### src/core/ifp_pkg.sv
// Purpose: shared constants and types of the interrupt flag and priority block
// Assumes: 8-bit special function register bus, 14 sources in polling order
// Notes:   source index equals polling position, lower index wins a tie
package ifp_pkg;
  localparam int          N_SRC    = 14;
  localparam int          N_GRP    = 6;
  localparam int          LVL_W    = 2;
  localparam int          SRC_W    = 4;
  localparam int          N_EVT    = 3;
  // register addresses
  localparam logic [7:0]  A_AES    = 8'h98;
  localparam logic [7:0]  A_RADIO  = 8'h9b;
  localparam logic [7:0]  A_PRI_LO = 8'ha9;
  localparam logic [7:0]  A_PRI_HI = 8'hb9;
  localparam logic [7:0]  A_FL4    = 8'hc0;
  localparam logic [7:0]  A_FL5    = 8'he8;
  localparam logic [7:0]  A_EN_LO  = 8'hd1;
  localparam logic [7:0]  A_EN_HI  = 8'hd2;
  localparam logic [7:0]  A_STAT   = 8'hd3;
  localparam logic [7:0]  A_MASK   = 8'hd4;
  localparam logic [7:0]  A_INSVC  = 8'hd5;
  // field positions of the fourth and fifth flag registers
  localparam int          B_DMA    = 0;
  localparam int          B_T1     = 1;
  localparam int          B_T4     = 4;
  localparam int          B_P0     = 5;
  localparam int          B_KEEP0  = 6;
  localparam int          B_ST     = 7;
  localparam int          B_P2     = 0;
  localparam int          B_UTX0   = 1;
  localparam int          B_UTX1   = 2;
  localparam int          B_P1     = 3;
  localparam int          B_WDT    = 4;
  // reset values
  localparam logic [7:0]  RST_REG  = 8'h00;
  // block event status bits
  localparam int          E_VEC    = 0;
  localparam int          E_NEST   = 1;
  localparam int          E_RET    = 2;

  typedef enum logic [3:0] {
    SRC_RADIO = 4'h0, SRC_DMA  = 4'h1, SRC_T1   = 4'h2, SRC_T2  = 4'h3,
    SRC_T3    = 4'h4, SRC_AES  = 4'h5, SRC_T4   = 4'h6, SRC_ST  = 4'h7,
    SRC_P0    = 4'h8, SRC_P2   = 4'h9, SRC_UTX0 = 4'ha, SRC_UTX1 = 4'hb,
    SRC_P1    = 4'hc, SRC_WDT  = 4'hd
  } ifp_src_e;

  // priority group of each source, indexed by polling position
  localparam logic [2:0] GRP_OF [N_SRC] = '{
    3'h0, 3'h0, 3'h1, 3'h2, 3'h3, 3'h4, 3'h4, 3'h5, 3'h5, 3'h1, 3'h2, 3'h3, 3'h4, 3'h5
  };

  typedef struct packed {
    logic [7:0] addr;
    logic [7:0] wdata;
    logic       wr;
    logic       rd;
  } ifp_bus_s;

  typedef struct packed {
    logic       aes;
    logic       radio;
    logic [3:0] timer;     // timer 4 down to timer 1
    logic       sleep;
    logic       port0;
    logic       dma;
    logic       wdt;
    logic       port1;
    logic       utx1;
    logic       utx0;
    logic       port2;
  } ifp_evt_s;
endpackage

### src/core/ifp_evt_status.sv
// Purpose: sticky event status, mask and level interrupt output
// Assumes: write-one-to-clear status, plain read/write mask
// Notes:   a set in the clearing cycle survives
`timescale 1ns/1ns
module ifp_evt_status #(
  parameter int W = 3
) (
  input  wire logic         clk_in,
  input  wire logic         rst_in,
  input  wire logic         ce_in,
  input  wire logic [W-1:0] set_in,
  input  wire logic [W-1:0] clr_in,
  input  wire logic         mask_wr_in,
  input  wire logic [W-1:0] mask_in,
  output logic      [W-1:0] stat_out,
  output logic      [W-1:0] mask_out,
  output logic              irq_out
);
  generate
    if (W < 1 || W > 8) begin : g_bad
      $error("status width must be 1 to 8");
    end
  endgenerate

  // one sticky bit per event, set beats clear
  generate
    for (genvar i = 0; i < W; i++) begin : g_bit
      always_ff @(posedge clk_in) begin
        if (rst_in) begin
          stat_out[i] <= 1'b0;
        end else if (ce_in) begin
          stat_out[i] <= set_in[i] | (stat_out[i] & ~clr_in[i]);
        end
      end
    end
  endgenerate

  always_ff @(posedge clk_in) begin
    if (rst_in) begin
      mask_out <= '0;
    end else if (ce_in && mask_wr_in) begin
      mask_out <= mask_in;
    end
  end

  assign irq_out = |(stat_out & mask_out);

  chk_irq_follows_stat: // status
    assert property (@(posedge clk_in) disable iff (rst_in)
      (ce_in && set_in[0] && mask_out[0] && !mask_wr_in) |=> irq_out)
    else $error("masked-in event did not raise the interrupt");
endmodule

### src/core/ifp_prio_arb.sv
// Purpose: pick the highest-level request, ties by polling position
// Assumes: request index equals polling position
// Notes:   purely combinational, the caller registers the result
`timescale 1ns/1ns
module ifp_prio_arb #(
  parameter int N  = 14,
  parameter int LW = 2,
  parameter int SW = 4
) (
  input  wire logic [N-1:0]    req_in,
  input  wire logic [N*LW-1:0] lvl_in,
  output logic                 vld_out,
  output logic [SW-1:0]        src_out,
  output logic [LW-1:0]        lvl_out
);
  generate
    if (N < 1 || N > (1 << SW)) begin : g_bad
      $error("source count does not fit the index width");
    end
  endgenerate

  // walk downward so that on equal level the lower index is kept last
  always_comb begin
    vld_out = 1'b0;
    src_out = '0;
    lvl_out = '0;
    for (int i = N - 1; i >= 0; i--) begin
      if (req_in[i] && (!vld_out || lvl_in[i*LW +: LW] >= lvl_out)) begin
        vld_out = 1'b1;
        src_out = SW'(i);
        lvl_out = lvl_in[i*LW +: LW];
      end
    end
  end
endmodule

### src/core/ifp_core.sv
// Purpose: interrupt pending flags, group priority and request selection
// Assumes: cpu pulses vec_ack_in when it vectors to the presented source
//          and reti_in on return; both only while req_out is high / nested
// Notes:   flag registers are software writable; hardware events win
`timescale 1ns/1ns

// Overview of operation
// - aes has two flag bits 1:0, software setting either requests service
// - an aes event sets both aes flag bits at once
// - radio has two flag bits 1:0, software setting either requests service
// - a radio event sets both radio flag bits at once
// - timer flags bits 1..4 set on event, cleared when cpu vectors
// - fourth register holds sleep timer bit 7, port0 bit 5, dma bit 0
// - fifth register holds watchdog, port1, uart1 tx, uart0 tx, port2; 7:5 unused
// - six priority groups, each set by one bit in each priority register
// - each group gets one of four levels from its two bits
// - a running service is only preempted by a strictly higher level
// - equal-level requests together resolve by fixed polling order
// - high priority register holds group bits 5:0, bits 7:6 read zero
// - low register holds low bit; level is high bit then low bit
// - flags set regardless of enable; enabled flag requested next cycle
module ifp_core (
  input  wire logic                     clk_in,
  input  wire logic                     rst_in,
  input  wire logic                     ce_in,
  input  wire ifp_pkg::ifp_bus_s        bus_in,
  output logic [7:0]                    rdata_out,
  input  wire ifp_pkg::ifp_evt_s        evt_in,
  input  wire logic                     vec_ack_in,
  input  wire logic                     reti_in,
  output logic                          req_out,
  output logic [ifp_pkg::SRC_W-1:0]     req_src_out,
  output logic [ifp_pkg::LVL_W-1:0]     req_lvl_out,
  output logic                          irq_out
);
  import ifp_pkg::*;

  logic [1:0]             aes_q;
  logic [1:0]             radio_q;
  logic [7:0]             fl4_q;
  logic [4:0]             fl5_q;
  logic [5:0]             pri_hi_q;
  logic [5:0]             pri_lo_q;
  logic [N_SRC-1:0]       en_q;
  logic [3:0]             insvc_q;
  logic [N_SRC-1:0]       pend;
  logic [N_SRC-1:0]       req;
  logic [N_SRC*LVL_W-1:0] lvl;
  logic                   arb_vld;
  logic [SRC_W-1:0]       arb_src;
  logic [LVL_W-1:0]       arb_lvl;
  logic                   svc_any;
  logic [LVL_W-1:0]       svc_lvl;
  logic                   wr;
  logic [3:0]             t_clr;
  logic [N_EVT-1:0]       stat;
  logic [N_EVT-1:0]       mask;
  logic [N_EVT-1:0]       evt_set;
  logic [N_EVT-1:0]       evt_clr;

  assign wr = bus_in.wr;

  // aes flags: software may set or clear, the coprocessor sets both
  always_ff @(posedge clk_in) begin
    if (rst_in) begin
      aes_q <= RST_REG[1:0];
    end else if (ce_in) begin
      aes_q <= ((wr && bus_in.addr == A_AES) ? bus_in.wdata[1:0] : aes_q)
               | {2{evt_in.aes}};
    end
  end

  // radio flags behave like the aes pair
  always_ff @(posedge clk_in) begin
    if (rst_in) begin
      radio_q <= RST_REG[1:0];
    end else if (ce_in) begin
      radio_q <= ((wr && bus_in.addr == A_RADIO) ? bus_in.wdata[1:0] : radio_q)
                 | {2{evt_in.radio}};
    end
  end

  // timer flags drop when the cpu vectors to that timer
  always_comb begin
    t_clr = '0;
    if (vec_ack_in) begin
      for (int t = 0; t < 4; t++) begin
        t_clr[t] = (req_src_out == SRC_T1 + SRC_W'(t)) && (t != 3 || 1'b0);
      end
      t_clr[3] = (req_src_out == SRC_T4); // timer 4 sits out of sequence
      t_clr[2] = (req_src_out == SRC_T3);
    end
  end

  // fourth flag register; bit 6 is stored only, software keeps it zero
  always_ff @(posedge clk_in) begin
    if (rst_in) begin
      fl4_q <= RST_REG;
    end else if (ce_in) begin
      fl4_q <= ((wr && bus_in.addr == A_FL4) ? bus_in.wdata : fl4_q) & ~{3'h0, t_clr, 1'b0}
               | {evt_in.sleep, 1'b0, evt_in.port0, evt_in.timer, evt_in.dma};
    end
  end

  // fifth flag register, bits 7:5 not stored
  always_ff @(posedge clk_in) begin
    if (rst_in) begin
      fl5_q <= RST_REG[4:0];
    end else if (ce_in) begin
      fl5_q <= ((wr && bus_in.addr == A_FL5) ? bus_in.wdata[4:0] : fl5_q)
               | {evt_in.wdt, evt_in.port1, evt_in.utx1, evt_in.utx0, evt_in.port2};
    end
  end

  // priority bits and source enables
  always_ff @(posedge clk_in) begin
    if (rst_in) begin
      pri_hi_q <= RST_REG[5:0];
      pri_lo_q <= RST_REG[5:0];
      en_q     <= '0;
    end else if (ce_in && wr) begin
      if (bus_in.addr == A_PRI_HI) pri_hi_q <= bus_in.wdata[5:0];
      if (bus_in.addr == A_PRI_LO) pri_lo_q <= bus_in.wdata[5:0];
      if (bus_in.addr == A_EN_LO)  en_q[7:0] <= bus_in.wdata;
      if (bus_in.addr == A_EN_HI)  en_q[N_SRC-1:8] <= bus_in.wdata[N_SRC-9:0];
    end
  end

  // per-source pending view in polling order
  always_comb begin
    pend           = '0;
    pend[SRC_RADIO] = |radio_q;
    pend[SRC_DMA]  = fl4_q[B_DMA];
    pend[SRC_T1]   = fl4_q[B_T1];
    pend[SRC_T2]   = fl4_q[B_T1+1];
    pend[SRC_T3]   = fl4_q[B_T1+2];
    pend[SRC_AES]  = |aes_q;
    pend[SRC_T4]   = fl4_q[B_T4];
    pend[SRC_ST]   = fl4_q[B_ST];
    pend[SRC_P0]   = fl4_q[B_P0];
    pend[SRC_P2]   = fl5_q[B_P2];
    pend[SRC_UTX0] = fl5_q[B_UTX0];
    pend[SRC_UTX1] = fl5_q[B_UTX1];
    pend[SRC_P1]   = fl5_q[B_P1];
    pend[SRC_WDT]  = fl5_q[B_WDT];
  end

  // a flag only requests service while its source is enabled
  assign req = pend & en_q;

  // level of each source from its group's two bits
  generate
    for (genvar i = 0; i < N_SRC; i++) begin : g_lvl
      assign lvl[i*LVL_W +: LVL_W] = {pri_hi_q[GRP_OF[i]], pri_lo_q[GRP_OF[i]]};
    end
  endgenerate

  ifp_prio_arb #(
    .N  (N_SRC),
    .LW (LVL_W),
    .SW (SRC_W)
  ) u_arb (
    .req_in  (req),
    .lvl_in  (lvl),
    .vld_out (arb_vld),
    .src_out (arb_src),
    .lvl_out (arb_lvl)
  );

  // highest level now in service
  always_comb begin
    svc_any = |insvc_q;
    svc_lvl = '0;
    for (int l = 0; l < 4; l++) begin
      if (insvc_q[l]) svc_lvl = LVL_W'(l);
    end
  end

  // present a request only if it beats the running service
  always_ff @(posedge clk_in) begin
    if (rst_in) begin
      req_out     <= 1'b0;
      req_src_out <= '0;
      req_lvl_out <= '0;
    end else if (ce_in) begin
      req_out     <= arb_vld && !vec_ack_in && (!svc_any || arb_lvl > svc_lvl);
      req_src_out <= arb_src;
      req_lvl_out <= arb_lvl;
    end
  end

  // in-service levels: vector pushes, return pops the highest
  always_ff @(posedge clk_in) begin
    if (rst_in) begin
      insvc_q <= '0;
    end else if (ce_in) begin
      if (vec_ack_in) begin
        insvc_q[req_lvl_out] <= 1'b1;
      end else if (reti_in && svc_any) begin
        insvc_q[svc_lvl] <= 1'b0;
      end
    end
  end

  // block events: vector taken, nested vector, return
  assign evt_set = {reti_in && svc_any, vec_ack_in && svc_any, vec_ack_in};
  assign evt_clr = (wr && bus_in.addr == A_STAT) ? bus_in.wdata[N_EVT-1:0] : '0;

  ifp_evt_status #(
    .W (N_EVT)
  ) u_stat (
    .clk_in     (clk_in),
    .rst_in     (rst_in),
    .ce_in      (ce_in),
    .set_in     (evt_set),
    .clr_in     (evt_clr),
    .mask_wr_in (wr && bus_in.addr == A_MASK),
    .mask_in    (bus_in.wdata[N_EVT-1:0]),
    .stat_out   (stat),
    .mask_out   (mask),
    .irq_out    (irq_out)
  );

  // read data one cycle after the strobe, zero for unmapped addresses
  always_ff @(posedge clk_in) begin
    if (rst_in) begin
      rdata_out <= '0;
    end else if (ce_in) begin
      rdata_out <= '0;
      if (bus_in.rd) begin
        unique case (bus_in.addr)
          A_AES:    rdata_out <= {6'h00, aes_q};
          A_RADIO:  rdata_out <= {6'h00, radio_q};
          A_PRI_HI: rdata_out <= {2'h0, pri_hi_q};
          A_PRI_LO: rdata_out <= {2'h0, pri_lo_q};
          A_FL4:    rdata_out <= fl4_q;
          A_FL5:    rdata_out <= {3'h0, fl5_q};
          A_EN_LO:  rdata_out <= en_q[7:0];
          A_EN_HI:  rdata_out <= {2'h0, en_q[N_SRC-1:8]};
          A_STAT:   rdata_out <= {5'h00, stat};
          A_MASK:   rdata_out <= {5'h00, mask};
          A_INSVC:  rdata_out <= {4'h0, insvc_q};
          default:  rdata_out <= '0;
        endcase
      end
    end
  end

  chk_aes_both_set:
    assert property (@(posedge clk_in) disable iff (rst_in)
      (ce_in && evt_in.aes) |=> (aes_q == 2'h3))
    else $error("aes event did not set both flags");

  chk_radio_both_set:
    assert property (@(posedge clk_in) disable iff (rst_in)
      (ce_in && evt_in.radio) |=> (radio_q == 2'h3))
    else $error("radio event did not set both flags");

  chk_aes_sw_set:
    assert property (@(posedge clk_in) disable iff (rst_in)
      (ce_in && wr && bus_in.addr == A_AES && bus_in.wdata[0]) |=> aes_q[0])
    else $error("software set of aes flag lost");

  chk_timer_vec_clear:
    assert property (@(posedge clk_in) disable iff (rst_in)
      (ce_in && vec_ack_in && req_src_out == SRC_T1 && !evt_in.timer[0] && !wr) |=> !fl4_q[B_T1])
    else $error("timer 1 flag not cleared on vector");

  chk_no_equal_nest:
    assert property (@(posedge clk_in) disable iff (rst_in)
      (ce_in && svc_any && !vec_ack_in && arb_lvl <= svc_lvl) |=> !req_out)
    else $error("request presented at or below the running level");

  chk_poll_first:
    assert property (@(posedge clk_in) disable iff (rst_in)
      (ce_in && !svc_any && !vec_ack_in && req[SRC_RADIO] && pri_hi_q[0] && pri_lo_q[0])
        |=> (req_out && req_src_out == SRC_RADIO && req_lvl_out == 2'h3))
    else $error("top-level radio request did not win the poll");

  chk_hi_unused_zero:
    assert property (@(posedge clk_in) disable iff (rst_in)
      (ce_in && bus_in.rd && bus_in.addr == A_PRI_HI) |=> (rdata_out[7:6] == 2'h0))
    else $error("unused priority bits read nonzero");

  chk_flag_no_enable:
    assert property (@(posedge clk_in) disable iff (rst_in)
      (ce_in && evt_in.dma && !en_q[SRC_DMA]) |=> fl4_q[B_DMA])
    else $error("disabled dma event did not set its flag");

  chk_t3_vec_clear:
    assert property (@(posedge clk_in) disable iff (rst_in)
      (ce_in && vec_ack_in && req_src_out == SRC_T3 && !evt_in.timer[2] && !wr) |=> !fl4_q[B_T1+2])
    else $error("timer 3 flag not cleared on vector");

  chk_vec_marks_level:
    assert property (@(posedge clk_in) disable iff (rst_in)
      (ce_in && vec_ack_in && req_lvl_out == 2'h1) |=> insvc_q[1])
    else $error("vectored level not marked in service");

  chk_sleep_flag_set:
    assert property (@(posedge clk_in) disable iff (rst_in)
      (ce_in && evt_in.sleep) |=> fl4_q[B_ST])
    else $error("sleep timer event did not set its flag");
endmodule

### config.mk
export PLATFORM = sky130hd
export DESIGN_NAME = ifp_core
export DESIGN_NICKNAME = d
export VERILOG_FILES = /design/src/core/ifp_pkg.sv /design/src/core/ifp_evt_status.sv /design/src/core/ifp_prio_arb.sv /design/src/core/ifp_core.sv
export SDC_FILE = /design/constraint.sdc
export NUM_CORES = 1
export LEC_CHECK = 0
export CAP_MARGIN = 10
export CORE_ASPECT_RATIO = 1.25
export CORE_MARGIN = 5
export CORE_UTILIZATION = 50
export CTS_CLUSTER_SIZE = 8
export DETAILED_ROUTE_END_ITERATION = 6
export DONT_BUFFER_PORTS = 1
export PLACE_DENSITY = 0.74
export SYNTH_ARGS = -nofsm -noshare
export SYNTH_HDL_FRONTEND = slang
export SYNTH_SLANG_ARGS = --single-unit
### constraint.sdc
create_clock -name clk_in -period 15.9 [get_ports clk_in]
set_input_delay 1.59 -clock clk_in [delete_from_list [all_inputs] [get_ports clk_in]]
set_output_delay 1.59 -clock clk_in [all_outputs]
set_load 0.05 [all_outputs]
Word level (Yosys, flattened, before mapping)
Cells that the tools add are included.
Storage, ports and cells
  bits in registers: 68
  input bits: 37
  output and inout port bits: 16
Cells by class
  $lt $le $gt $ge: 18
  equal/unequal tests: 15
  multiplexer cells: 59
  bitwise operators: 20
  reduce and logical (&&, ||, !) cells: 66
Operators with widths (count)
  == test 8 bit (second input constant): 11
  one-hot mux 8 bit (11 select lines): 1
  2-to-1 mux 4 bit: 17
  2-to-1 mux 2 bit: 18
  logical AND 1 bit: 27
  greater-or-equal comparator 2 bit: 13
  2-to-1 mux 1 bit: 17
  2-to-1 mux 8 bit: 2
  zero test 1 bit: 15
  bitwise AND 14 bit: 1
  logical OR 1 bit: 14
  AND reduction 2 bit: 5
  bitwise AND 8 bit: 1
  == test 4 x 2 -> 1 bit (second input constant): 2
  == test 4 x 3 -> 1 bit (second input constant): 2
  inverter 5 -> 8 bit: 1
  OR 8 bit: 1
  less-than comparator 2 x 3 -> 1 bit (second input constant): 2
  2-to-1 mux 5 bit: 1
  OR 5 bit: 1
  bitwise AND 4 bit: 1
  demux 1 bit (select 2 bit): 2
  greater-or-equal comparator 2 x 1 -> 1 bit (second input constant): 2
  inverter 4 bit: 1
  12 further kinds: 20

Longest topological paths before layout
Gate-level depths: netlist (run 1).
  depth in word-level cells: 58
  mapped depth: 88

Modules after synthesis
From an unflattened synthesis (run 1), not the netlist that was laid out.
Second synthesis, totals
  cell total of the unflattened synthesis: 623
  area total of the unflattened synthesis: 4978.5 µm²
By module, submodules not included
  ifp_core: times used 1, cells an instance 392, area each 3276.9 µm², seq. area each 1241.2 µm²
  ifp_prio_arb: times used 1, cells an instance 204, area each 1440.1 µm², seq. area each 0.0 µm²
  ifp_evt_status: times used 1, cells an instance 27, area each 261.5 µm², seq. area each 120.1 µm²

Least setup slack after synthesis (run 1)
OpenSTA, ideal clock, no wires.
  path kind: register -> register
  start point: register fl5_q[4]
  end point: register req_out
  data arrival time: 15.683 ns
  data required time: 15.835 ns
  path slack: 0.152 ns
  stages on the path, launching flop included: 86
  buffers on the path: 0
  clock period less this slack: 15.748 ns
  cell sequence: dfxtp_1 -> nand2_1 -> nor2_1 -> ha_1 -> or3b_2 -> a21oi_1 -> a2bb2oi_1 -> inv_1 -> ha_1 -> nand2b_1 -> a211oi_1 -> or2_1 -> a21oi_1 -> ha_1 -> nand2b_1 -> a211oi_1 -> nor2_1 -> a211oi_1 -> [50 not listed] -> o21ai_0 -> nand2_1 -> mux2i_1 -> a31o_2 -> ha_1 -> nand2b_1 -> a21oi_1 -> a21oi_1 -> a31oi_1 -> o31ai_1 -> or3_1 -> nand3_1 -> ha_1 -> nand2_1 -> o21ai_0 -> a221oi_1 -> mux2i_1 -> nor2_1
Between the ends
  longest elaborated chain between the ends: 57
  elaborated cells on any way between the ends: 85
  those cells by class: order compare: 14; mux: 28; bitwise: 1; reduce/logical: 42
RTL lines
  start, declared: line ifp_core.sv:41  | logic [4:0] fl5_q;
  start signal, assigned: line ifp_core.sv:108  | fl5_q <= RST_REG[4:0];
  start signal, assigned: line ifp_core.sv:110  | fl5_q <= ((wr && bus_in.addr == A_FL5) ? bus_in.wdata[4:0] : fl5_q)
  bitwise AND 14 bit *: line ifp_core.sv:149  | assign req = pend & en_q;
  2-to-1 mux 2 bit / 2-to-1 mux 1 bit (equally long branches): line ifp_prio_arb.sv:28  | if (req_in[i] && (!vld_out || lvl_in[i*LW +: LW] >= lvl_out)) begin
  greater-or-equal comparator 2 bit / zero test 1 bit (equally long branches): line ifp_prio_arb.sv:28
  logical OR 1 bit: line ifp_prio_arb.sv:28
  logical AND 1 bit: line ifp_prio_arb.sv:28
  2-to-1 mux 2 bit / 2-to-1 mux 1 bit (equally long branches): line ifp_prio_arb.sv:28
  greater-or-equal comparator 2 bit / zero test 1 bit (equally long branches): line ifp_prio_arb.sv:28
  logical OR 1 bit: line ifp_prio_arb.sv:28
  [41 not listed]
  2-to-1 mux 2 bit / 2-to-1 mux 1 bit (equally long branches): line ifp_prio_arb.sv:28
  greater-or-equal comparator 2 bit / zero test 1 bit (equally long branches): line ifp_prio_arb.sv:28
  logical OR 1 bit: line ifp_prio_arb.sv:28
  logical AND 1 bit: line ifp_prio_arb.sv:28
  2-to-1 mux 2 bit: line ifp_prio_arb.sv:28
  greater-than comparator 2 bit: line ifp_core.sv:186  | req_out <= arb_vld && !vec_ack_in && (!svc_any || arb_lvl > svc_lvl);
  logical OR 1 bit: line ifp_core.sv:186
  logical AND 1 bit *: line ifp_core.sv:186
  end signal, assigned: line ifp_core.sv:186
  end, declared: line ifp_core.sv:31  | output logic req_out,
Mark *: on every way between the ends. The rest lies on a longest branch, timed or not.
A chain may end at the register's enable or synchronous reset.

Final worst setup path (run 1)
  start point: register en_q[13]
  end point: register req_out
Between the ends
  longest elaborated chain between the ends: 57
  elaborated cells on any way between the ends: 85
  those cells by class: order compare: 14; mux: 28; bitwise: 1; reduce/logical: 42
RTL lines
  start, declared: line ifp_core.sv:44  | logic [N_SRC-1:0] en_q;
  start signal, assigned by index: line ifp_core.sv:125  | if (bus_in.addr == A_EN_HI) en_q[N_SRC-1:8] <= bus_in.wdata[N_SRC-9:0];
  bitwise AND 14 bit *: line ifp_core.sv:149
  2-to-1 mux 2 bit / 2-to-1 mux 1 bit (equally long branches): line ifp_prio_arb.sv:28
  greater-or-equal comparator 2 bit / zero test 1 bit (equally long branches): line ifp_prio_arb.sv:28
  logical OR 1 bit: line ifp_prio_arb.sv:28
  logical AND 1 bit: line ifp_prio_arb.sv:28
  2-to-1 mux 2 bit / 2-to-1 mux 1 bit (equally long branches): line ifp_prio_arb.sv:28
  greater-or-equal comparator 2 bit / zero test 1 bit (equally long branches): line ifp_prio_arb.sv:28
  logical OR 1 bit: line ifp_prio_arb.sv:28
  [41 not listed]
  2-to-1 mux 2 bit / 2-to-1 mux 1 bit (equally long branches): line ifp_prio_arb.sv:28
  greater-or-equal comparator 2 bit / zero test 1 bit (equally long branches): line ifp_prio_arb.sv:28
  logical OR 1 bit: line ifp_prio_arb.sv:28
  logical AND 1 bit: line ifp_prio_arb.sv:28
  2-to-1 mux 2 bit: line ifp_prio_arb.sv:28
  greater-than comparator 2 bit: line ifp_core.sv:186
  logical OR 1 bit: line ifp_core.sv:186
  logical AND 1 bit *: line ifp_core.sv:186
Marked as above.

==> metrics, run 1 <==
hold path start=u_stat.stat_out[0]$_SDFFE_PP0P_; hold path depth=2; Crit path top cell by count=ha_4; mux cell area share after synthesis=11.60%; Gate Count Post-Synth=597; global route total overflow=0; final net count=719; WP data arrival=16.10 ns; Post-Synth XOR/XNOR Area=0%; initial antenna violation count=0; area growth from synthesis to layout=34.28%; yosys warns=0; crit share post-route=99.49%; reg2reg end=req_out$_SDFFE_PP0P_; initial drt markers=615; crit path from=en_q[13]$_SDFFE_PP0P_; Final setup viols=0; drt drc=2; mapped cell area=4606 um2; Ports=53; post-synth net total=655; die footprint=11,240 um2; via count=5,227; CP Max Fanout=4; die height=117.3 um; Clock Skews=0.004457 ns; main combinational cell family by area after synthesis=simple AND/OR/NAND/NOR gates; WP data required=16.18 ns; Cell Pwr Density=65.04 nW/um2; ys async rst share=0%; Num CTS Buffers=9; share of cells above drive strength 1=29.13%; Design Power=402.3 uW; Yosys reg bits=68; Mean Syn Cell Area=7.715 um2; vias per cell=6.625; fillcell total=725; register area share after synthesis=29.56%; Static Leak=2.568 nW; Final Cell Area=6185 um2; clk_lat worst skew=0.34 ns; FF-to-FF Start=en_q[13]$_SDFFE_PP0P_; drt wl/cell=21.52 um; first-pass detailed-route iteration total=7; Netlist cell types=60; max cap viols=0; Slew HR=14.75%; clk slew on worst S/H paths=0.06 ns; die extent in x=95.85 um; Root Driver=clkbuf_16; ys flop type=dfxtp_1; hold_ws=0.4826 ns; VDD IR max=75.43 uV; final hold vios=0; compound-gate portion of the synthesized area=24.40%; HPWL Detailed=11.53 mm; Starting Density=50.74%; RSZ-0062 raised after global routing=yes; Site Rows=39; outcome=finished with violations; CP endpoint kind=register; max incr delay on CP=0.40 ns; Fmax achieved=0.06322 GHz; Worst Setup Start Kind=register; Slew Limit Fails=0; failing checks=DRC; FF-to-FF setup slack=0.08 ns; Worst-Margin Slew=1.269 ns; # H-tree levels=3; largest net degree at the start of global routing=70; simple-gate share of the synthesized area=25.65%; Area after DPL=5089 um2; clk sinks=68; Port Buffers=0; n_diodes=0; vias in the first global route=4,949; reg2reg path depth=84; Tmin final=15.82 ns; Synth Area in Adders=5.705%; Longest Clk Path Bufs=2; CTS tree=built; Worst Hold Class=reg2reg; RD Place Congestion=0.9245; first-pass GRT wire length=24.98 mm; hold worst-path end=u_stat.stat_out[0]$_SDFFE_PP0P_; final antenna-violating net count=0; WL final=16.98 mm; crit path max-delay cell type=or3_4; EDFF count, synth=0; All-Layer GR Usage=28.31%; Setup CP Type=reg2reg; Core Box Area=9076 um2
-- through the flow --
step           setup slack [ns]  utilization, %  setup TNS (ns)  instances
4_1_cts                0.007253           61.18               0        774
5_1_grt                 -0.6982           68.14          -1.491        789
2_1_floorplan            0.1517               -               0        597
6_report                0.08126           68.14               0        789
3_5_place_dp            -0.5211           56.07         -0.8629        751
3_3_place_gp            -0.1801           56.07         -0.1807        751
-- where the power goes --
part           internal, mW  switching (mW)
registers             0.174         0.00538
clock network         0.130          0.0787
logic               0.00653         0.00744
total                 0.311          0.0915
-- layout by cell type (no fill, tap or decap), types with 10 or more instances in the layout --
cell / netlist / layout
o21ai_0: 21 / 15
a21oi_1: 53 / 39
nand2_1: 66 / 63
nor3_1: 16 / 12
nor2_1: 88 / 86
inv_1: 13 / 12
ha_4: 0 / 11
nand2b_4: 0 / 10
mux2i_1: 50 / 50
dfxtp_1: 68 / 66
a21oi_2: 0 / 11
buf_4: 0 / 73
ha_1: 21 / 10
nand3_1: 21 / 18
-- repair_timing --
action / 4_1_cts / 5_1_grt
endpoints found under the setup margin: 2 / 7
pin swaps: 15 / 54
buffers inserted: 7 / 15
hold buffers: 0 / 0
resized for setup: 20 / 92
-- area by class of cell --
class | instances | area (um2) | share of cell area [%]
clock buffer | 11 | 252.7 | 4.087
timing repair buffer | 77 | 593.1 | 9.589
sequential | 68 | 1364 | 22.05
tap | 123 | 153.9 | 2.488
clock inverter | 5 | 60.06 | 0.9711
inverter | 14 | 52.55 | 0.8497
multi-input combinational | 491 | 3709 | 59.96
-- metal layers --
metal | up-vias | wire length (um) | global-route usage [%]
met4 | 0 | 1030 | 17.35
met3 | 83 | 1376 | 5.762
met2 | 315 | 8600 | 46.37
met1 | 2487 | 5976 | 33.03
li1 | 2342 | - | -
met5 | - | 0 | 0
-- cell families (layout without fill, tap and decap cells) --
logic type / after synthesis / in the layout
multiplexers: 53 / 53
AND/OR/NAND/NOR: 251 / 251
buffers and inverters: 38 / 107
flip-flops: 68 / 68
adder cells (fa/ha/maj): 21 / 21
AO/OA/AOI/OAI: 166 / 166
-- synth_stat cells, types with 13 or more instances --
library cell	count	share of area (%)
a21oi_1	53	5.8
clkbuf_1	22	1.8
dfxtp_1	68	30
ha_1	21	5.7
inv_1	13	1.1
mux2i_1	50	11
nand2_1	66	5.4
nand2b_1	14	1.9
nand3_1	21	2.3
nor2_1	88	7.2
nor3_1	16	1.7
o21ai_0	21	2.3
-- sequential cells by signal, summed over array words and instances (netlist names) --
register and flops:
fl4_q 8, fl5_q 5, radio_q 2, rdata_out 8, u_stat.mask_out 3, req_lvl_out 2
u_stat.stat_out 3, pri_lo_q 6, pri_hi_q 6, aes_q 2, en_q 14, req_src_out 4
req_out 1, insvc_q 4
-- worst max-delay path: cells and delay by family, from the launching register on --
kind | cells | cell delay (ns)
buf+inv | 5 | 0.71
simple gates | 29 | 4.74
flops | 1 | 0.34
mux | 2 | 0.46
fa+ha+maj | 14 | 3.59
compound gates | 34 | 5.91
-- worst max path at each step --
stage                            to  slack (ns)  depth (start not counted)
2_1_floorplan  req_out$_SDFFE_PP0P_        0.15                         85
3_3_place_gp   req_out$_SDFFE_PP0P_       -0.18                         85
3_5_place_dp   req_out$_SDFFE_PP0P_       -0.52                         86
4_1_cts        req_out$_SDFFE_PP0P_       0.007                         86
5_1_grt        req_out$_SDFFE_PP0P_       -0.70                         88
6_report       req_out$_SDFFE_PP0P_        0.08                         84
Note: power is estimated with default switching activity, not from simulation.
==> inputs of run 2 (changes only) <==
Settings changed: CAP_MARGIN 10 to not set, SYNTH_HIERARCHICAL set to 1.
==> metrics, run 2 <==
top-count cell post-synth=nand2_1 (was nor2_1); Inst Count DP=747 (was 751); initial drt markers=425 (was 615); Fmax achieved=0.06373 GHz (was 0.06322 GHz); largest net degree at the start of global routing=69 (was 70); global route total overflow=0 (unchanged); fin cells=802 (was 789); Core Box Area=9659 um2 (was 9076 um2); Commonest cells post-synth=nand2_1, dfxtp_1, nor2_1 (was nor2_1, dfxtp_1, nand2_1); clk sinks=68 (unchanged); largest registers=en_q x14, fl4_q x8, rdata_out x8 (unchanged); Netlist cell types=86 (was 60); FF-to-FF setup slack=0.21 ns (was 0.08 ns); n_diodes=0 (unchanged); max incr delay on CP=0.33 ns (was 0.40 ns); vias in the first global route=4,989 (was 4,949); final hold vios=0 (unchanged); Int Pwr=322.3 uW (was 310.8 uW); Largest register FFs=14 (unchanged); # H-tree levels=3 (unchanged); fillcell total=800 (was 725); drt wl/cell=20.35 um (was 21.52 um); outcome=complete, no violations (was finished with violations); reg2reg end=req_out$_SDFFE_PP0P_ (unchanged); drt drc=0 (was 2); ys async rst share=0% (unchanged); most common cell after layout, fill and taps aside=nand2_1 (was nor2_1); Slew Limit Fails=0 (unchanged); Yosys reg bits=68 (unchanged); vias per cell=6.353 (was 6.625); mapped cell area=4979 um2 (was 4606 um2); max cap viols=0 (unchanged); Net Sw Power=84.52 uW (was 91.50 uW); RSZ-0062 raised after global routing=yes (unchanged); WP data arrival=15.92 ns (was 16.10 ns); post-synth net total=683 (was 655); CP Max Fanout=5 (was 4); Setup CP Type=reg2reg (unchanged); Tmin final=15.69 ns (was 15.82 ns); part of the power in registers=43.6% (was 44.6%); post-synth top area share=27.34% (was 29.56%); Worst-Margin Slew=0.8757 ns (was 1.269 ns); die footprint=12,070 um2 (was 11,240 um2); RD Place Congestion=0.9535 (was 0.9245); post-route setup TNS=0 ns (unchanged); final antenna-violating net count=0 (unchanged); dominant cell type by area after synthesis=dfxtp_1 (unchanged); first-pass detailed-route iteration total=5 (was 7); Reg with most FFs=en_q (unchanged); area growth from synthesis to layout=24.93% (was 34.28%); first-pass GRT wire length=25.40 mm (was 24.98 mm); WL final=16.32 mm (was 16.98 mm); Sw Share=20.77% (was 22.75%); ys flop type=dfxtp_1 (unchanged); Site Rows=40 (was 39); Ports=53 (unchanged); VDD IR max=71.30 uV (was 75.43 uV); yosys warns=6 (was 0); All-Layer GR Usage=26.01% (was 28.31%); Num CTS Buffers=9 (unchanged); crit share post-route=98.68% (was 99.49%); Static Leak=2.515 nW (was 2.568 nW); die height=121.6 um (was 117.3 um); Synth area leaders=dfxtp_1, mux2i_1, ha_1, nand2_1, a21oi_1 (was dfxtp_1, mux2i_1, nor2_1, a21oi_1, ha_1); FF-to-FF Start=en_q[13]$_SDFFE_PP0P_ (unchanged); Longest Clk Path Bufs=2 (unchanged); CP endpoint kind=register (unchanged); Starting Density=51.54% (was 50.74%); via count=5,095 (was 5,227); Slew HR=41.50% (was 14.75%); die extent in x=99.25 um (was 95.85 um); clk_lat worst skew=0.34 ns (about the same); initial antenna violation count=0 (unchanged); Port Buffers=0 (unchanged); Worst Setup Start Kind=register (unchanged); CTS tree=built (unchanged); most frequent cells in the layout=nand2_1, dfxtp_1, buf_4, nor2_1, mux2i_1 (was nor2_1, buf_4, dfxtp_1, nand2_1, mux2i_1); Cell Pwr Density=65.41 nW/um2 (was 65.04 nW/um2); crit path from=en_q[13]$_SDFFE_PP0P_ (unchanged); final net count=731 (was 719); Setup crit end=req_out$_SDFFE_PP0P_ (unchanged); clock power share=52.2% (was 51.9%); share of cells above drive strength 1=25.74% (was 29.13%); Worst Hold Class=reg2reg (unchanged); register area share after synthesis=27.34% (was 29.56%); proportion of power drawn by combinational gates=4.2% (was 3.5%); HPWL Detailed=11.16 mm (was 11.53 mm); Mean Syn Cell Area=7.991 um2 (was 7.715 um2); reg2reg path depth=92 (was 84); crit path max-delay cell type=a211o_1 (was or3_4); Final setup viols=0 (unchanged); EDFF count, synth=0 (unchanged); Clock Skews=0.005322 ns (was 0.004457 ns); clk slew on worst S/H paths=0.05 ns (was 0.06 ns); Root Driver=clkbuf_16 (unchanged); WP data required=16.13 ns (was 16.18 ns); Gate Count Post-Synth=623 (was 597)
[run 2: cell count changes after synthesis, moves of 6 or more]
| cell | before | now |
|---|---|---|
| nor2_1 | 88 | 57 |
| inv_1 | 13 | 42 |
| and2_1 | 3 | 25 |
| a221oi_1 | 12 | 1 |
| clkbuf_1 | 22 | 13 |
| a21oi_1 | 53 | 45 |
| o22ai_1 | 6 | 14 |
| a211oi_1 | 8 | 2 |
| mux2i_1 | 50 | 44 |
| nor3_1 | 16 | 10 |
[run 2: final cells by class]
class,instances,area (um2),area share (%)
multi-input combinational,489,3761,60.47
sequential,68,1364,21.93
tap,126,157.7,2.535
timing repair buffer,61,461.7,7.423
clock inverter,5,75.07,1.207
clock buffer,11,242.7,3.903
inverter,42,157.7,2.535
[run 2: worst min path at each step]
stage,cells after the start,start,end
after floorplan,2,fl4_q[6]$_SDFFE_PP0P_,fl4_q[6]$_SDFFE_PP0P_
after global placement,2,fl4_q[6]$_SDFFE_PP0P_,fl4_q[6]$_SDFFE_PP0P_
after detailed placement,2,fl4_q[6]$_SDFFE_PP0P_,fl4_q[6]$_SDFFE_PP0P_
after CTS,2,fl4_q[6]$_SDFFE_PP0P_,fl4_q[6]$_SDFFE_PP0P_
after global routing,2,en_q[3]$_SDFFE_PP0P_,en_q[3]$_SDFFE_PP0P_
final,2,fl4_q[6]$_SDFFE_PP0P_,fl4_q[6]$_SDFFE_PP0P_
[run 2: cell families after synthesis]
group	after synthesis	share of synthesized area, %
xor gates and xnor gates	1	0.1760
adders and majority gates	23	5.780
and+or+nand+nor	243	25.38
DFF	68	27.34
AOI/OAI and AO/OA	175	25.94
muxes	47	9.600
buffers and inverters	66	5.780
[run 2: stage by stage]
| stage | setup WS, ns | instance area [um2] | power (mW) | hold WS (ns) | utilization (%) |
|---|---|---|---|---|---|
| after floorplan | 0.07183 | 4986 | 0.1985 | 0.4360 | - |
| after global placement | -0.3329 | 5179 | 0.1965 | 0.4436 | 53.61 |
| after detailed placement | -0.9512 | 5179 | 0.1970 | 0.4477 | 53.61 |
| after CTS | 0.01811 | 5816 | 0.4080 | 0.4560 | 60.21 |
| after global routing | -0.4965 | 6220 | 0.4199 | 0.4791 | 64.39 |
| final | 0.2093 | 6220 | 0.4068 | 0.4603 | 64.39 |
[run 2: what timing repair did]
action / 4_1_cts / 5_1_grt
pin swaps: 24 / 53
setup buffers: 22 / 17
setup endpoints to repair: 7 / 7
endpoints found under the hold margin: 0 / 0
gates cloned: 0 / 0
hold buffers: 0 / 0
resized for setup: 33 / 58
[run 2: critical path, delay by kind of cell (launching register included)]
kind	cells	cell delay [ns]
and+or+nand+nor	33	4.00
buffers and inverters	6	0.66
AOI/OAI and AO/OA	39	6.78
adders and majority gates	14	3.79
DFF	1	0.32
[run 2: power by group through the flow]
| stage | Sequential [mW] | Clock, mW | Combinational [mW] |
|---|---|---|---|
| 2_1_floorplan | 0.179 | 0 | 0.0192 |
| 3_3_place_gp | 0.180 | 0 | 0.0160 |
| 3_5_place_dp | 0.181 | 0 | 0.0164 |
| 4_1_cts | 0.177 | 0.214 | 0.0166 |
| 5_1_grt | 0.177 | 0.224 | 0.0188 |
| 6_report | 0.177 | 0.213 | 0.0170 |
[run 2: routing by layer]
metal	track usage, %	vias to the layer above	part of all wire [%]
li1	-	2376	-
met1	29.20	2393	38
met2	45.76	256	51
met3	5.556	70	6.1
met4	13.83	0	5.1
met5	0	-	0
==> inputs of run 3 (changes only) <==
Settings changed: ABC_AREA set to 1, PLACE_DENSITY 0.74 to 0.71.
Clock period 15.9 ns to 16.52 ns, I/O delays scaled along.
==> metrics, run 3 <==
Worst Hold Class=reg2reg (unchanged); CTS tree=built (unchanged); Largest register FFs=14 (unchanged); max incr delay on CP=0.37 ns (was 0.33 ns); vias per cell=5.540 (was 6.353); post-synth top area share=27.27% (was 27.34%); # H-tree levels=3 (unchanged); ys async rst share=0% (unchanged); Crit path top cell by count=nand2_1; Port Buffers=0 (unchanged); Tmin final=13.00 ns (was 15.69 ns); Longest Clk Path Bufs=2 (unchanged); All-Layer GR Usage=25.39% (was 26.01%); global route total overflow=0 (unchanged); top-count cell post-synth=nand2_1 (unchanged); die footprint=12,100 um2 (was 12,070 um2); drt wl/cell=16.26 um (was 20.35 um); EDFF count, synth=0 (unchanged); post-synth net total=863 (was 683); outcome=complete, no violations (unchanged); Inst Count DP=912 (was 747); Mean Syn Cell Area=6.217 um2 (was 7.991 um2); mapped cell area=4992 um2 (was 4979 um2); vias in the first global route=4,980 (was 4,989); die height=121.7 um (was 121.6 um); n_diodes=0 (unchanged); area occupied by multi-input gates=3068 um2 (was 3761 um2); Worst Setup Start Kind=register (unchanged); Clock Skews=0.004093 ns (was 0.005322 ns); initial antenna violation count=0 (unchanged); final net count=857 (was 731); drt drc=0 (unchanged); most frequent cells in the layout=nand2_1, inv_1, nand3_1, nor2_1, dfxtp_1 (was nand2_1, dfxtp_1, buf_4, nor2_1, mux2i_1); crit path max-delay cell type=dfxtp_1 (was a211o_1); fillcell total=1,001 (was 800); final antenna-violating net count=0 (unchanged); Netlist cell types=36 (was 86); Static Leak=2.497 nW (was 2.515 nW); die extent in x=99.38 um (was 99.25 um); area growth from synthesis to layout=7.168% (was 24.93%); Synth area leaders=dfxtp_1, nand2_1, inv_1, nand3_1, a21oi_1 (was dfxtp_1, mux2i_1, ha_1, nand2_1, a21oi_1); dominant cell type by area after synthesis=dfxtp_1 (unchanged); RD Place Congestion=0.9804 (was 0.9535); CP Max Fanout=7 (was 5); # resized after CTS=0 (was 33); yosys warns=6 (unchanged); Starting Density=51.42% (was 51.54%); Reg area=1361 um2 (was 1364 um2); CP endpoint kind=register (unchanged); Setup Buffers After CTS=0 (was 22); WP data required=16.75 ns (was 16.13 ns); Fmax achieved=0.07691 GHz (was 0.06373 GHz); VDD IR max=51.94 uV (was 71.30 uV); max cap viols=0 (unchanged); Commonest cells post-synth=nand2_1, inv_1, nand3_1 (was nand2_1, dfxtp_1, nor2_1); largest registers=en_q x14, fl4_q x8, rdata_out x8 (unchanged); Worst-Margin Slew=1.113 ns (was 0.8757 ns); Yosys reg bits=68 (unchanged); clk sinks=68 (unchanged); ys flop type=dfxtp_1 (unchanged); register area share after synthesis=27.27% (was 27.34%); Ports=53 (unchanged); Slew Limit Fails=0 (unchanged); Site Rows=40 (unchanged); RSZ-0062 raised after global routing=no (was yes); hold_ws=0.4717 ns (was 0.4603 ns); WL final=15.09 mm (was 16.32 mm); Slew HR=25.74% (was 41.50%); WP data arrival=13.23 ns (was 15.92 ns); Final setup viols=0 (unchanged); clk_lat worst skew=0.34 ns (about the same); Num CTS Buffers=9 (unchanged); first-pass detailed-route iteration total=6 (was 5); Setup CP Type=reg2reg (unchanged); crit share post-route=78.71% (was 98.68%); Core Box Area=9709 um2 (was 9659 um2); Post-CTS Hold Buffers=0 (unchanged); fin cells=928 (was 802); most common cell after layout, fill and taps aside=nand2_1 (unchanged); final hold vios=0 (unchanged); clk slew on worst S/H paths=0.06 ns (was 0.05 ns); share of cells above drive strength 1=10.97% (was 25.74%); via count=5,141 (was 5,095); first-pass GRT wire length=24.31 mm (was 25.40 mm); Cell Pwr Density=71.22 nW/um2 (was 65.41 nW/um2); HPWL Detailed=11.85 mm (was 11.16 mm); post-route setup TNS=0 ns (unchanged); Reg with most FFs=en_q (unchanged); Gate Count Post-Synth=803 (was 623); Root Driver=clkbuf_16 (unchanged); initial drt markers=373 (was 425); largest net degree at the start of global routing=41 (was 69)
[run 3: cell types whose count changed in the layout (fill, tap and decap cells not counted), moves of 18 or more]
cell     change
nand3_1     +63
inv_1       +76
nor2_1      +27
buf_4       -60
o21ai_0     +29
a21oi_1     +18
nand2_1    +128
mux2i_1     -44
[run 3: final cells by class]
type,instances,share of cell area (%)
Sequential cell,68,25.44
Multi-Input combinational cell,589,57.34
Tap cell,126,2.947
Clock buffer,10,4.467
Clock inverter,6,0.7484
Inverter,129,9.051
[run 3: logic make-up (layout without fill, tap and decap cells)]
family                     after synthesis  count (layout)  synth area share (%)
and+or+nand+nor                        433             433                 41.05
DFF                                     68              68                 27.27
adders and majority gates               23              23                 5.764
AOI/OAI and AO/OA                      133             133                 14.64
buffers and inverters                  146             145                 11.28
[run 3: stage by stage]
| stage | instance area [um2] | utilization (%) | power (mW) | setup slack, ns |
|---|---|---|---|---|
| after floorplan | 4992 | - | 0.1988 | 4.927 |
| after global placement | 5071 | 52.23 | 0.2031 | 4.074 |
| after detailed placement | 5071 | 52.23 | 0.2039 | 3.597 |
| after CTS | 5350 | 55.10 | 0.3826 | 3.544 |
| after global routing | 5350 | 55.10 | 0.3928 | 1.999 |
| final | 5350 | 55.10 | 0.3811 | 3.517 |
[run 3: report_power, final]
| group | internal, mW | switching (mW) | leakage, nW |
|---|---|---|---|
| clock | 0.105 | 0.0753 | 0.138 |
| combinational | 0.00779 | 0.0167 | 1.81 |
| sequential | 0.168 | 0.00754 | 0.553 |
[run 3: worst max-delay path: cells and delay by family, from the launching register on]
family | cells | cell delay (ns)
and+or+nand+nor | 53 | 4.90
adders and majority gates | 14 | 3.72
AOI/OAI and AO/OA | 23 | 2.87
buffers and inverters | 13 | 1.00
DFF | 1 | 0.37
[run 3: final timing paths]
path	start	endpoint	slack [ns]	cells after the start
min reg2reg	en_q[10]$_SDFFE_PP0P_	en_q[10]$_SDFFE_PP0P_	0.47	2
max	fl5_q[4]$_SDFFE_PP0P_	req_out$_SDFFE_PP0P_	3.52	103
max reg2reg	fl5_q[4]$_SDFFE_PP0P_	req_out$_SDFFE_PP0P_	3.52	103
min	en_q[10]$_SDFFE_PP0P_	en_q[10]$_SDFFE_PP0P_	0.47	2
[run 3: routing by layer]
layer  up-vias  global-route usage [%]  part of all wire (%)
met4         0                   11.61                   3.9
met1      2375                   29.69                    41
met5         -                       0                     0
li1       2569                       -                     -
met3        38                   4.811                   5.4
met2       159                   44.62                    50
